## config.mk

```make
export PLATFORM = sky130hd
export DESIGN_NAME = mbp_port
export DESIGN_NICKNAME = d
export VERILOG_FILES = /design/src/shared/mbp_pkg.sv /design/src/verilog/mbp_port.sv /design/src/verilog/mbp_sync.sv /design/src/verilog/mbp_regs.sv
export VERILOG_INCLUDE_DIRS = /design/src /design/src/shared
export SDC_FILE = /design/constraint.sdc
export NUM_CORES = 1
export LEC_CHECK = 0
export ABC_AREA = 1
export BUFFER_PORTS_ARGS = -buffer_cell sky130_fd_sc_hd__buf_2
export CORE_MARGIN = 2
export CORE_UTILIZATION = 45
export CTS_CLUSTER_SIZE = 28
export DETAILED_ROUTE_END_ITERATION = 10
export GPL_ROUTABILITY_DRIVEN = 0
export GPL_TIMING_DRIVEN = 0
export MAX_ROUTING_LAYER = met4
export PLACE_DENSITY = 0.74
export SYNTH_ARGS = -nofsm -noshare
export SYNTH_HDL_FRONTEND = slang
export SYNTH_SLANG_ARGS = --single-unit
export TNS_END_PERCENT = 20
```

## constraint.sdc

```tcl
create_clock -name REF_CLK_IN -period 1.3 [get_ports REF_CLK_IN]
set_clock_uncertainty 0.2 [all_clocks]
set_input_delay 0.065 -clock REF_CLK_IN [delete_from_list [all_inputs] [get_ports REF_CLK_IN]]
set_output_delay 0.065 -clock REF_CLK_IN [all_outputs]
set_load 0.01 [all_outputs]
```

## src/shared/mbp_cfg.svh

```systemverilog
// Constants for the muxed bidirectional port
`ifndef MBP_CFG_SVH
`define MBP_CFG_SVH
`define MBP_WIDTH 8
`define MBP_EXT_BUS_DISABLE_BIT 7
`define MBP_PU_BIT 7
`define MBP_SDO_PIN 4
`define MBP_SDA_PIN 5
`define MBP_DIR_RESET 8'hFF
`define MBP_LAT_RESET 8'h00
`define MBP_PU_RESET 1'b0
`endif

```

## src/shared/mbp_pkg.sv

```systemverilog
// Types for the muxed bidirectional port
package mbp_pkg;
   typedef logic [7:0] mbp_byte_t;
   typedef enum logic [1:0] {
      MBP_OWN_EXT,
      MBP_OWN_PAR,
      MBP_OWN_SER,
      MBP_OWN_GPIO
   } mbp_owner_t;
endpackage

```

## src/verilog/mbp_port.sv

```systemverilog
// Eight-bit pin-shared bidirectional port with priority ownership
// Summary of operation
// - Eight pins, one per latch/direction bit
// - Direction 0 drives latch, 1 inputs
// - Port reads use Schmitt input path on inputs, latch on outputs
// - Reset leaves every pin an input
// - Port usable only when bus disabled or on the smaller package
// - Memory bus drives address/data, ignores direction
// - Memory bus samples via TTL buffer
// - Parallel port owns pins when selected and active
// - Parallel port overrides direction, TTL inputs
// - One control bit enables the pull-ups
// - Pull-up off while pin is output
// - Reset leaves pull-ups disabled
// - SPI data out on pin 4
// - SPI data in from pin 5
// - I2C data drives pin 5, own threshold
// - Memory bus only on larger package
// - Pull-up bit reads back as written on either package
`include "mbp_cfg.svh"
module mbp_port #(
   parameter bit LARGE_PKG = 1'b1 // Larger package with memory bus
) (
   input wire logic REF_CLK_IN, // 40 MHz clock
   input wire logic RSTN_IN, // Async reset, active low
   input wire logic LAT_WE_IN, // Output latch write strobe
   input wire logic [7:0] LAT_D_IN, // Output latch write data
   input wire logic DIR_WE_IN, // Direction write strobe
   input wire logic [7:0] DIR_D_IN, // Direction write data
   input wire logic PU_WE_IN, // Pull-up control write strobe
   input wire logic PU_D_IN, // Pull-up control write data
   input wire logic EXT_BUS_DISABLE_IN, // Memory bus disable bit
   input wire logic EXT_OE_IN, // Memory bus drives pins
   input wire mbp_pkg::mbp_byte_t EXT_AD_IN, // Memory bus address/data out
   input wire logic PAR_SEL_IN, // Parallel port pin select
   input wire logic PAR_ACTIVE_IN, // Parallel port active
   input wire logic PAR_OE_IN, // Parallel port drives pins
   input wire mbp_pkg::mbp_byte_t PAR_D_IN, // Parallel port data out
   input wire logic SER_SPI_IN, // Serial module in SPI mode
   input wire logic SER_I2C_IN, // Serial module in I2C mode
   input wire logic SER_SDO_IN, // SPI serial data out
   input wire logic SER_SDA_OE_IN, // I2C data pulls low
   input wire logic SER_SMB_LVL_IN, // I2C uses TTL level when high
   input wire mbp_pkg::mbp_byte_t PIN_IN, // Pin levels
   output mbp_pkg::mbp_byte_t PIN_OUT, // Pin drive value
   output mbp_pkg::mbp_byte_t PIN_OE_OUT, // Pin drive enable
   output mbp_pkg::mbp_byte_t PULLUP_EN_OUT, // Weak pull-up enables
   output mbp_pkg::mbp_byte_t PORT_VAL_OUT, // Port read value
   output mbp_pkg::mbp_byte_t LAT_OUT, // Output latch readback
   output mbp_pkg::mbp_byte_t DIR_OUT, // Direction readback
   output logic PU_CTRL_OUT, // Pull-up control readback
   output mbp_pkg::mbp_byte_t EXT_AD_OUT, // Memory bus data in (TTL)
   output mbp_pkg::mbp_byte_t PAR_D_OUT, // Parallel port data in (TTL)
   output logic SER_SDI_OUT, // SPI data in
   output logic SER_SDA_OUT, // I2C data in
   output mbp_pkg::mbp_owner_t OWNER_OUT // Current pin owner
);
   import mbp_pkg::*;

   mbp_byte_t lat;
   mbp_byte_t dir;
   logic pu_ctrl;
   mbp_byte_t pin_sync;
   mbp_byte_t pin_q;
   mbp_byte_t port_val;
   mbp_byte_t ext_in;
   mbp_byte_t par_in;
   logic sdi;
   logic sda;

   mbp_regs u_regs (
      .clk_in(REF_CLK_IN),
      .rstn_in(RSTN_IN),
      .lat_we_in(LAT_WE_IN),
      .lat_d_in(LAT_D_IN),
      .dir_we_in(DIR_WE_IN),
      .dir_d_in(DIR_D_IN),
      .pu_we_in(PU_WE_IN),
      .pu_d_in(PU_D_IN),
      .lat_out(lat),
      .dir_out(dir),
      .pu_out(pu_ctrl)
   );

   mbp_sync u_sync (
      .clk_in(REF_CLK_IN),
      .rstn_in(RSTN_IN),
      .d_in(PIN_IN),
      .q_out(pin_sync)
   );
   // The input buffer type is analog; digitally both views share the filtered level
   assign pin_q = pin_sync;

   wire ext_own = LARGE_PKG && !EXT_BUS_DISABLE_IN;
   wire par_own = !ext_own && PAR_SEL_IN && PAR_ACTIVE_IN;
   wire ser_spi = !ext_own && !par_own && SER_SPI_IN;
   wire ser_i2c = !ext_own && !par_own && SER_I2C_IN && !SER_SPI_IN;

   mbp_owner_t owner;
   assign owner = ext_own ? MBP_OWN_EXT :
                  par_own ? MBP_OWN_PAR :
                  (ser_spi || ser_i2c) ? MBP_OWN_SER : MBP_OWN_GPIO;

   wire [7:0] gp_oe = ~dir;
   wire [7:0] gp_o = lat;
   // SPI data out takes pin 4 from the latch
   wire sdo_take = ser_spi && !dir[`MBP_SDO_PIN];
   // I2C open-drain data on pin 5
   wire sda_take = ser_i2c && dir[`MBP_SDA_PIN];

   function automatic mbp_byte_t set_bit(input mbp_byte_t v, input int idx, input logic b);
      mbp_byte_t r;
      r = v;
      r[idx] = b;
      return r;
   endfunction

   wire [7:0] ser_o_a = sdo_take ? set_bit(gp_o, `MBP_SDO_PIN, SER_SDO_IN) : gp_o;
   wire [7:0] ser_o = sda_take ? set_bit(ser_o_a, `MBP_SDA_PIN, 1'b0) : ser_o_a;
   wire [7:0] ser_oe = sda_take ? set_bit(gp_oe, `MBP_SDA_PIN, SER_SDA_OE_IN) : gp_oe;

   wire [7:0] next_o = ext_own ? EXT_AD_IN : par_own ? PAR_D_IN : ser_o;
   wire [7:0] next_oe = ext_own ? {8{EXT_OE_IN}} : par_own ? {8{PAR_OE_IN}} : ser_oe;

   // pull-ups: control bit, off on outputs
   wire [7:0] next_pu = {8{pu_ctrl}} & dir & ~next_oe;

   // port read returns Schmitt-path level on inputs, latch on outputs
   assign port_val = (pin_q & dir) | (lat & ~dir);
   assign ext_in = ext_own ? pin_q : 8'h00;
   assign par_in = par_own ? pin_q : 8'h00;
   // SPI data in from pin 5
   assign sdi = ser_spi && dir[`MBP_SDA_PIN] ? pin_q[`MBP_SDA_PIN] : 1'b0;
   // I2C data in, threshold per module level setting
   assign sda = ser_i2c ? pin_q[`MBP_SDA_PIN] : 1'b1;

   // registered pin drive, inputs after reset
   always_ff @(posedge REF_CLK_IN or negedge RSTN_IN) begin
      if (!RSTN_IN) begin
         PIN_OUT <= 8'h00;
         PIN_OE_OUT <= 8'h00;
         PULLUP_EN_OUT <= 8'h00;
         PORT_VAL_OUT <= 8'h00;
         EXT_AD_OUT <= 8'h00;
         PAR_D_OUT <= 8'h00;
         SER_SDI_OUT <= 1'b0;
         SER_SDA_OUT <= 1'b1;
         OWNER_OUT <= MBP_OWN_GPIO;
      end else begin
         PIN_OUT <= next_o;
         PIN_OE_OUT <= next_oe;
         PULLUP_EN_OUT <= next_pu;
         PORT_VAL_OUT <= port_val;
         EXT_AD_OUT <= ext_in;
         PAR_D_OUT <= par_in;
         SER_SDI_OUT <= sdi;
         SER_SDA_OUT <= sda;
         OWNER_OUT <= owner;
      end
   end

   assign LAT_OUT = lat;
   assign DIR_OUT = dir;
   // pull-up bit reads back as written on either package
   assign PU_CTRL_OUT = pu_ctrl;

   ext_drive_a: assert property (@(posedge REF_CLK_IN) disable iff (!RSTN_IN)
      ext_own |=> PIN_OUT == $past(EXT_AD_IN) && PIN_OE_OUT == {8{$past(EXT_OE_IN)}})
      else $error("memory bus drive wrong");
   par_drive_a: assert property (@(posedge REF_CLK_IN) disable iff (!RSTN_IN)
      par_own |=> PIN_OUT == $past(PAR_D_IN) && OWNER_OUT == MBP_OWN_PAR)
      else $error("parallel drive wrong");
   gpio_oe_a: assert property (@(posedge REF_CLK_IN) disable iff (!RSTN_IN)
      owner == MBP_OWN_GPIO |=> PIN_OE_OUT == ~$past(dir))
      else $error("gpio enable wrong");
   pu_out_off_a: assert property (@(posedge REF_CLK_IN) disable iff (!RSTN_IN)
      (PULLUP_EN_OUT & PIN_OE_OUT) == 8'h00)
      else $error("pull-up on output");
   pu_ctrl_a: assert property (@(posedge REF_CLK_IN) disable iff (!RSTN_IN)
      !pu_ctrl |=> PULLUP_EN_OUT == 8'h00)
      else $error("pull-up not gated");
   sdo_pin_a: assert property (@(posedge REF_CLK_IN) disable iff (!RSTN_IN)
      sdo_take && !ext_own |=> PIN_OUT[`MBP_SDO_PIN] == $past(SER_SDO_IN))
      else $error("SPI out wrong");
   sdi_pin_a: assert property (@(posedge REF_CLK_IN) disable iff (!RSTN_IN)
      ser_spi && dir[`MBP_SDA_PIN] |=> SER_SDI_OUT == $past(pin_q[`MBP_SDA_PIN]))
      else $error("SPI in wrong");
   // I2C open-drain pull on pin 5
   sda_drive_a: assert property (@(posedge REF_CLK_IN) disable iff (!RSTN_IN)
      sda_take |=> !PIN_OUT[`MBP_SDA_PIN] && PIN_OE_OUT[`MBP_SDA_PIN] == $past(SER_SDA_OE_IN))
      else $error("I2C drive wrong");
   ext_owner_a: assert property (@(posedge REF_CLK_IN) disable iff (!RSTN_IN)
      ext_own |=> OWNER_OUT == MBP_OWN_EXT)
      else $error("owner priority wrong");
   reset_in_a: assert property (@(posedge REF_CLK_IN)
      $rose(RSTN_IN) |-> DIR_OUT == 8'hFF && PULLUP_EN_OUT == 8'h00)
      else $error("reset state wrong");
endmodule // mbp_port

```

## src/verilog/mbp_sync.sv

```systemverilog
// Three-stage pin input synchroniser with agreement filter
module mbp_sync (
   input wire logic clk_in, // Clock
   input wire logic rstn_in, // Async reset, active low
   input wire logic [7:0] d_in, // Raw pin levels
   output logic [7:0] q_out // Filtered level
);
   logic [7:0] s1;
   logic [7:0] s2;
   logic [7:0] s3;
   wire [7:0] agree = ~(s2 ^ s3);
   wire [7:0] next_q = (agree & s3) | (~agree & q_out);
   always_ff @(posedge clk_in or negedge rstn_in) begin
      if (!rstn_in) begin
         s1 <= 8'h00;
         s2 <= 8'h00;
         s3 <= 8'h00;
         q_out <= 8'h00;
      end else begin
         s1 <= d_in;
         s2 <= s1;
         s3 <= s2;
         q_out <= next_q;
      end
   end
endmodule // mbp_sync

```

## src/verilog/mbp_regs.sv

```systemverilog
// Latch, direction and pull-up control storage
`include "mbp_cfg.svh"
module mbp_regs (
   input wire logic clk_in, // Clock
   input wire logic rstn_in, // Async reset, active low
   input wire logic lat_we_in, // Latch write strobe
   input wire logic [7:0] lat_d_in, // Latch write data
   input wire logic dir_we_in, // Direction write strobe
   input wire logic [7:0] dir_d_in, // Direction write data
   input wire logic pu_we_in, // Pull-up control write strobe
   input wire logic pu_d_in, // Pull-up control write data
   output logic [7:0] lat_out, // Output latch
   output logic [7:0] dir_out, // Direction bits
   output logic pu_out // Pull-up control bit
);
   always_ff @(posedge clk_in or negedge rstn_in) begin
      if (!rstn_in) begin
         lat_out <= `MBP_LAT_RESET;
         dir_out <= `MBP_DIR_RESET;
         pu_out <= `MBP_PU_RESET;
      end else begin
         if (lat_we_in) lat_out <= lat_d_in;
         if (dir_we_in) dir_out <= dir_d_in;
         if (pu_we_in) pu_out <= pu_d_in;
      end
   end
endmodule // mbp_regs

```

# ---- Yosys cells after proc, flatten, opt, wreduce, memory -nomap -nowiden
# Index checks and enable logic that the tools add are counted.
dict set report classes {
  muxes 14
  bitwise 13
  n_reduce_logical 13
}
# operator n
set op_table {}
lappend op_table {{$and 8x8->8} 6}
lappend op_table {{$mux 8} 6}
lappend op_table {{$not 8->8} 4}
lappend op_table {{$or 8x8->8} 2}
lappend op_table {{$mux 6} 2}
lappend op_table {{$logic_and 1x1->1} 9}
lappend op_table {{$xor 8x8->8} 1}
lappend op_table {{$mux 5} 1}
lappend op_table {{$mux 2} 2}
lappend op_table {{$logic_not 1->1} 3}
lappend op_table {{$mux 1} 3}
lappend op_table {{$logic_or 1x1->1} 1}
dict set report word_totals {
  regBits 101
  input_bits 56
  word_cells 56
}

# ---- Logic depth before layout (Yosys ltp)
dict set report logic_depth {
  ltp_word 12
  depth_mapped 7
  mapped_depth_nobuf 7
}

# ---- Cells and area by module
# From an unflattened synthesis, not the netlist that was laid out.
dict set report unflattened {
  cells_unflattened 313
  hier_area_um2 3480.8
}
# mod n_inst cells_each area_each_um2 seq_area_each_um2
set modules_own_cells {}
lappend modules_own_cells {mbp_port 1 176 1889.3 1305.0}
lappend modules_own_cells {mbp_sync 1 64 930.9 800.8}
lappend modules_own_cells {mbp_regs 1 73 660.6 435.4}

# ---- Worst setup path after synthesis
# No wires, ideal clock.
dict set report synth_timing {
  kind {reg2reg}
  start {register u_regs.dir_out[5]}
  end {register PULLUP_EN_OUT[5]}
  t_arrival_ns 0.852
  t_required_ns 1.029
  setup_slack_ns 0.176
  path_stages_with_launch 5
  n_path_buf 0
  path_cell_list {dfstp_2 > inv_1 > nor2_1 > nand2_1 > nor2_1}
}
dict set report synth_via {
  elab_chain_cells 6
  elab_cells_between_ends 8
}
# item line
set synth_rtl {}
lappend synth_rtl {{start: declaration} mbp_regs.sv:13} ;# output logic [7:0] dir_out,
lappend synth_rtl {{start signal: assignment} mbp_regs.sv:19} ;# dir_out <= `MBP_DIR_RESET;
lappend synth_rtl {{start signal: assignment} mbp_regs.sv:23} ;# if (dir_we_in) dir_out <= dir_d_in;
lappend synth_rtl {{$logic_and 1x1->1 or $not 8->8 (tied branches)} {mbp_port.sv:109, mbp_port.sv:104}}
lappend synth_rtl {{$mux 6} mbp_port.sv:120} ;# wire [7:0] ser_oe = sda_take ? set_bit(gp_oe, `MBP_SDA_PIN, SER_SDA_OE_IN) : gp_oe;
lappend synth_rtl {{$mux 8 (2 in series)} mbp_port.sv:123} ;# wire [7:0] next_oe = ext_own ? {8{EXT_OE_IN}} : par_own ? {8{PAR_OE_IN}} : ser_oe;
lappend synth_rtl {{$not 8->8} mbp_port.sv:126} ;# wire [7:0] next_pu = {8{pu_ctrl}} & dir & ~next_oe;
lappend synth_rtl {{$and 8x8->8 (*)} mbp_port.sv:126}
lappend synth_rtl {{named net next_pu[5]} mbp_port.sv:126}
lappend synth_rtl {{end signal: assignment} mbp_port.sv:152} ;# PULLUP_EN_OUT <= next_pu;
lappend synth_rtl {{end: declaration} mbp_port.sv:47} ;# output mbp_pkg::mbp_byte_t PULLUP_EN_OUT,
# Mark *: on every way through the listed nets, which the timed path passes. The rest lies on a longest branch.
# A chain may end at the register's enable or synchronous reset.

# ---- Final worst setup path
dict set report layout_timing {
  start {register u_regs.dir_out[4]}
  end {output port DIR_OUT[4]}
}
# item line
set layout_rtl {}
lappend layout_rtl {{end: declaration} mbp_port.sv:50} ;# output mbp_pkg::mbp_byte_t DIR_OUT,
# No word-level cell between the ends.

==> impl_metrics.env <==
export IMPL_grt_pass1_wl_um=14100
export IMPL_cp_slowest_cell="dfstp_2"
export IMPL_dp_cells=496
export IMPL_finalWorstSetupSlack_ns=-0.0372
export IMPL_grt_max_degree=73
export IMPL_synth_cell_types=22
export IMPL_grt_use_total=0.232
export IMPL_die_h_um=90.2
export IMPL_rsz0062_at_grt="true"
export IMPL_drc=0
export IMPL_slew_headroom=0.626
export IMPL_layout_area_overhead_vs_synth_pct=48.6
export IMPL_cts_sinks=101
export IMPL_ir_drop_v=0.000896
export IMPL_status="finished, violations left"
export IMPL_netlist_area_um2=3340
export IMPL_period_minus_slack_ns=1.34
export IMPL_syn_avg_cell_area_um2=12.2
export IMPL_setup_viol=3
export IMPL_clk_latency_ns=0.36
export IMPL_portBuffers=123
export IMPL_rows=31
export IMPL_fin_crit_sh=1.03
export IMPL_antenna_found_initial=0
export IMPL_wl_per_cell_um=15.2
export IMPL_endpoint_kind="output port"
export IMPL_cts_inserted_buffers=9
export IMPL_detail_route_first_pass_iterations=4
export IMPL_htree_levels=3
export IMPL_num_vias=2655
export IMPL_routed_wl_um=8690
export IMPL_dp_hpwl_um=5500
export IMPL_via_per_inst=4.63
export IMPL_dpl_cell_area_um2=4110
export IMPL_max_stage_delay_ns=0.60
export IMPL_core_area_um2=7210
export IMPL_fin_util=0.689
export IMPL_die_area_um2=8140
export IMPL_start_util=0.463
export IMPL_syn_inst=273
export IMPL_critPathLaunchType="flop"
export IMPL_syn_num_nets=329
export IMPL_cts_tree="done"
export IMPL_failed_checks="hold timing, setup timing"
export IMPL_cp_arrival_ns=1.07
export IMPL_worstHoldPathType="primary input to flop"
export IMPL_synth_area_leader_cell="dfrtp_1"
export IMPL_synthTopCellsByArea="dfrtp_1 (67%), dfstp_2 (8.6%), nand2_1 (5.2%)"
export IMPL_min_from="PAR_SEL_IN"
export IMPL_synth_edff_count=0
export IMPL_drive_gt1_frac=0.352
export IMPL_hold_slack_ns=-0.109
export IMPL_yosys_top_cells_count="dfrtp_1 (90), nand2_1 (46), o21ai_0 (32), inv_1 (30), nor2_1 (27)"
export IMPL_synth_main_ff_cell="dfrtp_1"
export IMPL_synth_seq_cells=101
export IMPL_design_area_um2=4970
export IMPL_clk_pin_slew_ns=0.09
export IMPL_cp_cell_sequence="buf_6"
export IMPL_overflow=0
export IMPL_p_per_area_nw_per_um2=1270
export IMPL_synth_top_area_frac=0.674
export IMPL_fmax_ghz=0.748
export IMPL_reg2reg_from="u_regs.dir_out[4]"
export IMPL_yosys_warnings=0
export IMPL_cp_required_ns=1.03
export IMPL_io_pins=125
export IMPL_worstPathMaxFanout=2
export IMPL_grt_pass1_vias=2778
export IMPL_p_leak_nw=2.55
export IMPL_dieWidth_um=90.2
export IMPL_layout_cells_non_filler=573
export IMPL_root_buffer="clkbuf_8"
export IMPL_clk_path_buf_depth=2
export IMPL_seq_area_frac_synth=0.760
export IMPL_finalHoldViolCount=26
export IMPL_ys_async_sr_fraction=1.00
export IMPL_worstMarginPinSlew_ns=0.561
export IMPL_critical_path_top_delay_family="flip-flops"
export IMPL_yosysMostFrequentCell="dfrtp_1"
export IMPL_critPathBufInv=1
export IMPL_ant_nets=0
export IMPL_crit_start="u_regs.dir_out[4]"
export IMPL_max_cap_viol_count=0
export IMPL_drt_initial_drc_count=137
export IMPL_criticalPathCategory="flop to output port"
export IMPL_antenna_cells=0
export IMPL_num_nets_final=525
export IMPL_slew_violations=0
==> state kept, by name (all words and copies together) (netlist names), named ones only <==
register and count:
PAR_D_OUT 8, EXT_AD_OUT 8, u_regs.lat_out 8, u_sync.s3 8, u_regs.dir_out 8, u_sync.s1 8
u_sync.s2 8, SER_SDA_OUT 1, OWNER_OUT 2, PULLUP_EN_OUT 8, u_regs.pu_out 1, PORT_VAL_OUT 8
SER_SDI_OUT 1, PIN_OE_OUT 8, PIN_OUT 8
==> logic make-up after synthesis <==
| kind of cell | count (synthesis) | share of synthesized area |
|---|---|---|
| AOI/OAI and AO/OA | 45 | 0.0760 |
| buffers and inverters | 39 | 0.0453 |
| and+or+nand+nor | 80 | 0.0947 |
| adders and majority gates | 8 | 0.0240 |
| DFF | 101 | 0.760 |
==> power by group <==
| part | switching [mW] | total [mW] | internal, mW |
|---|---|---|---|
| Clock | 1.05 | 1.85 | 0.802 |
| Combinational | 0.499 | 0.944 | 0.445 |
| Sequential | 0.114 | 3.52 | 3.40 |
==> final cells by class <==
| class | count | area [um2] |
|---|---|---|
| Fill cell | 535 | 2250 |
| Clock inverter | 5 | 35.0 |
| Buffer | 5 | 23.8 |
| Timing Repair Buffer | 185 | 1300 |
| Tap cell | 99 | 124 |
| Sequential cell | 101 | 2540 |
| Clock buffer | 11 | 151 |
| Multi-Input combinational cell | 133 | 668 |
| Inverter | 34 | 128 |
==> through the flow <==
stage	hold slack (ns)	setup TNS, ns	setup WS, ns	power [mW]
after global routing	-0.0941	-0.252	-0.0665	6.60
after CTS	-0.132	-0.0930	-0.0297	6.32
final	-0.109	-0.0563	-0.0372	6.31
after floorplan	-0.431	0	0.176	3.87
after detailed placement	-0.177	0	0.0522	4.32
after global placement	-0.0269	-92.20	-0.973	4.28
==> what timing repair did <==
action,4_1_cts,5_1_grt
endpoints found under the hold margin,152,5
setup buffers,5,0
resized for setup,7,6
hold buffers,56,1
endpoints found under the setup margin,8,25
==> layout by cell type, fill, tap and decap left out, types with 2 or more instances in the layout <==
master / count
clkinv_4: 2
inv_2: 5
clkbuf_1: 3
buf_6: 9
nand2_1: 46
o21ai_0: 32
a21oi_1: 2
clkbuf_8: 11
clkinv_2: 2
nor2_1: 27
dlygate4sd3_1: 56
buf_2: 115
nand3_1: 3
o211ai_1: 7
maj3_1: 8
dfrtp_1: 90
dfstp_2: 11
inv_1: 29
buf_4: 6
==> worst paths after layout <==
path | cells after the start | end | slack [ns]
min in group asynchronous | 2 | PULLUP_EN_OUT[2] | -0.02
worst min register to register | 0 | u_sync.s2[7] | 0.15
worst max register to register | 4 | PIN_OUT[4] | 0.04
worst min-delay path | 5 | PIN_OUT[5] | -0.11
worst max-delay path | 1 | DIR_OUT[4] | -0.04
max in group asynchronous | 3 | OWNER_OUT[1] | 0.22
==> routing by layer <==
layer | global-route usage | wire (um)
met5 | - | 0
met2 | 0.382 | 4420
met3 | 0.0444 | 381
met1 | 0.280 | 3630
met4 | 0.108 | 262
Power figures use the tool's default switching activity.
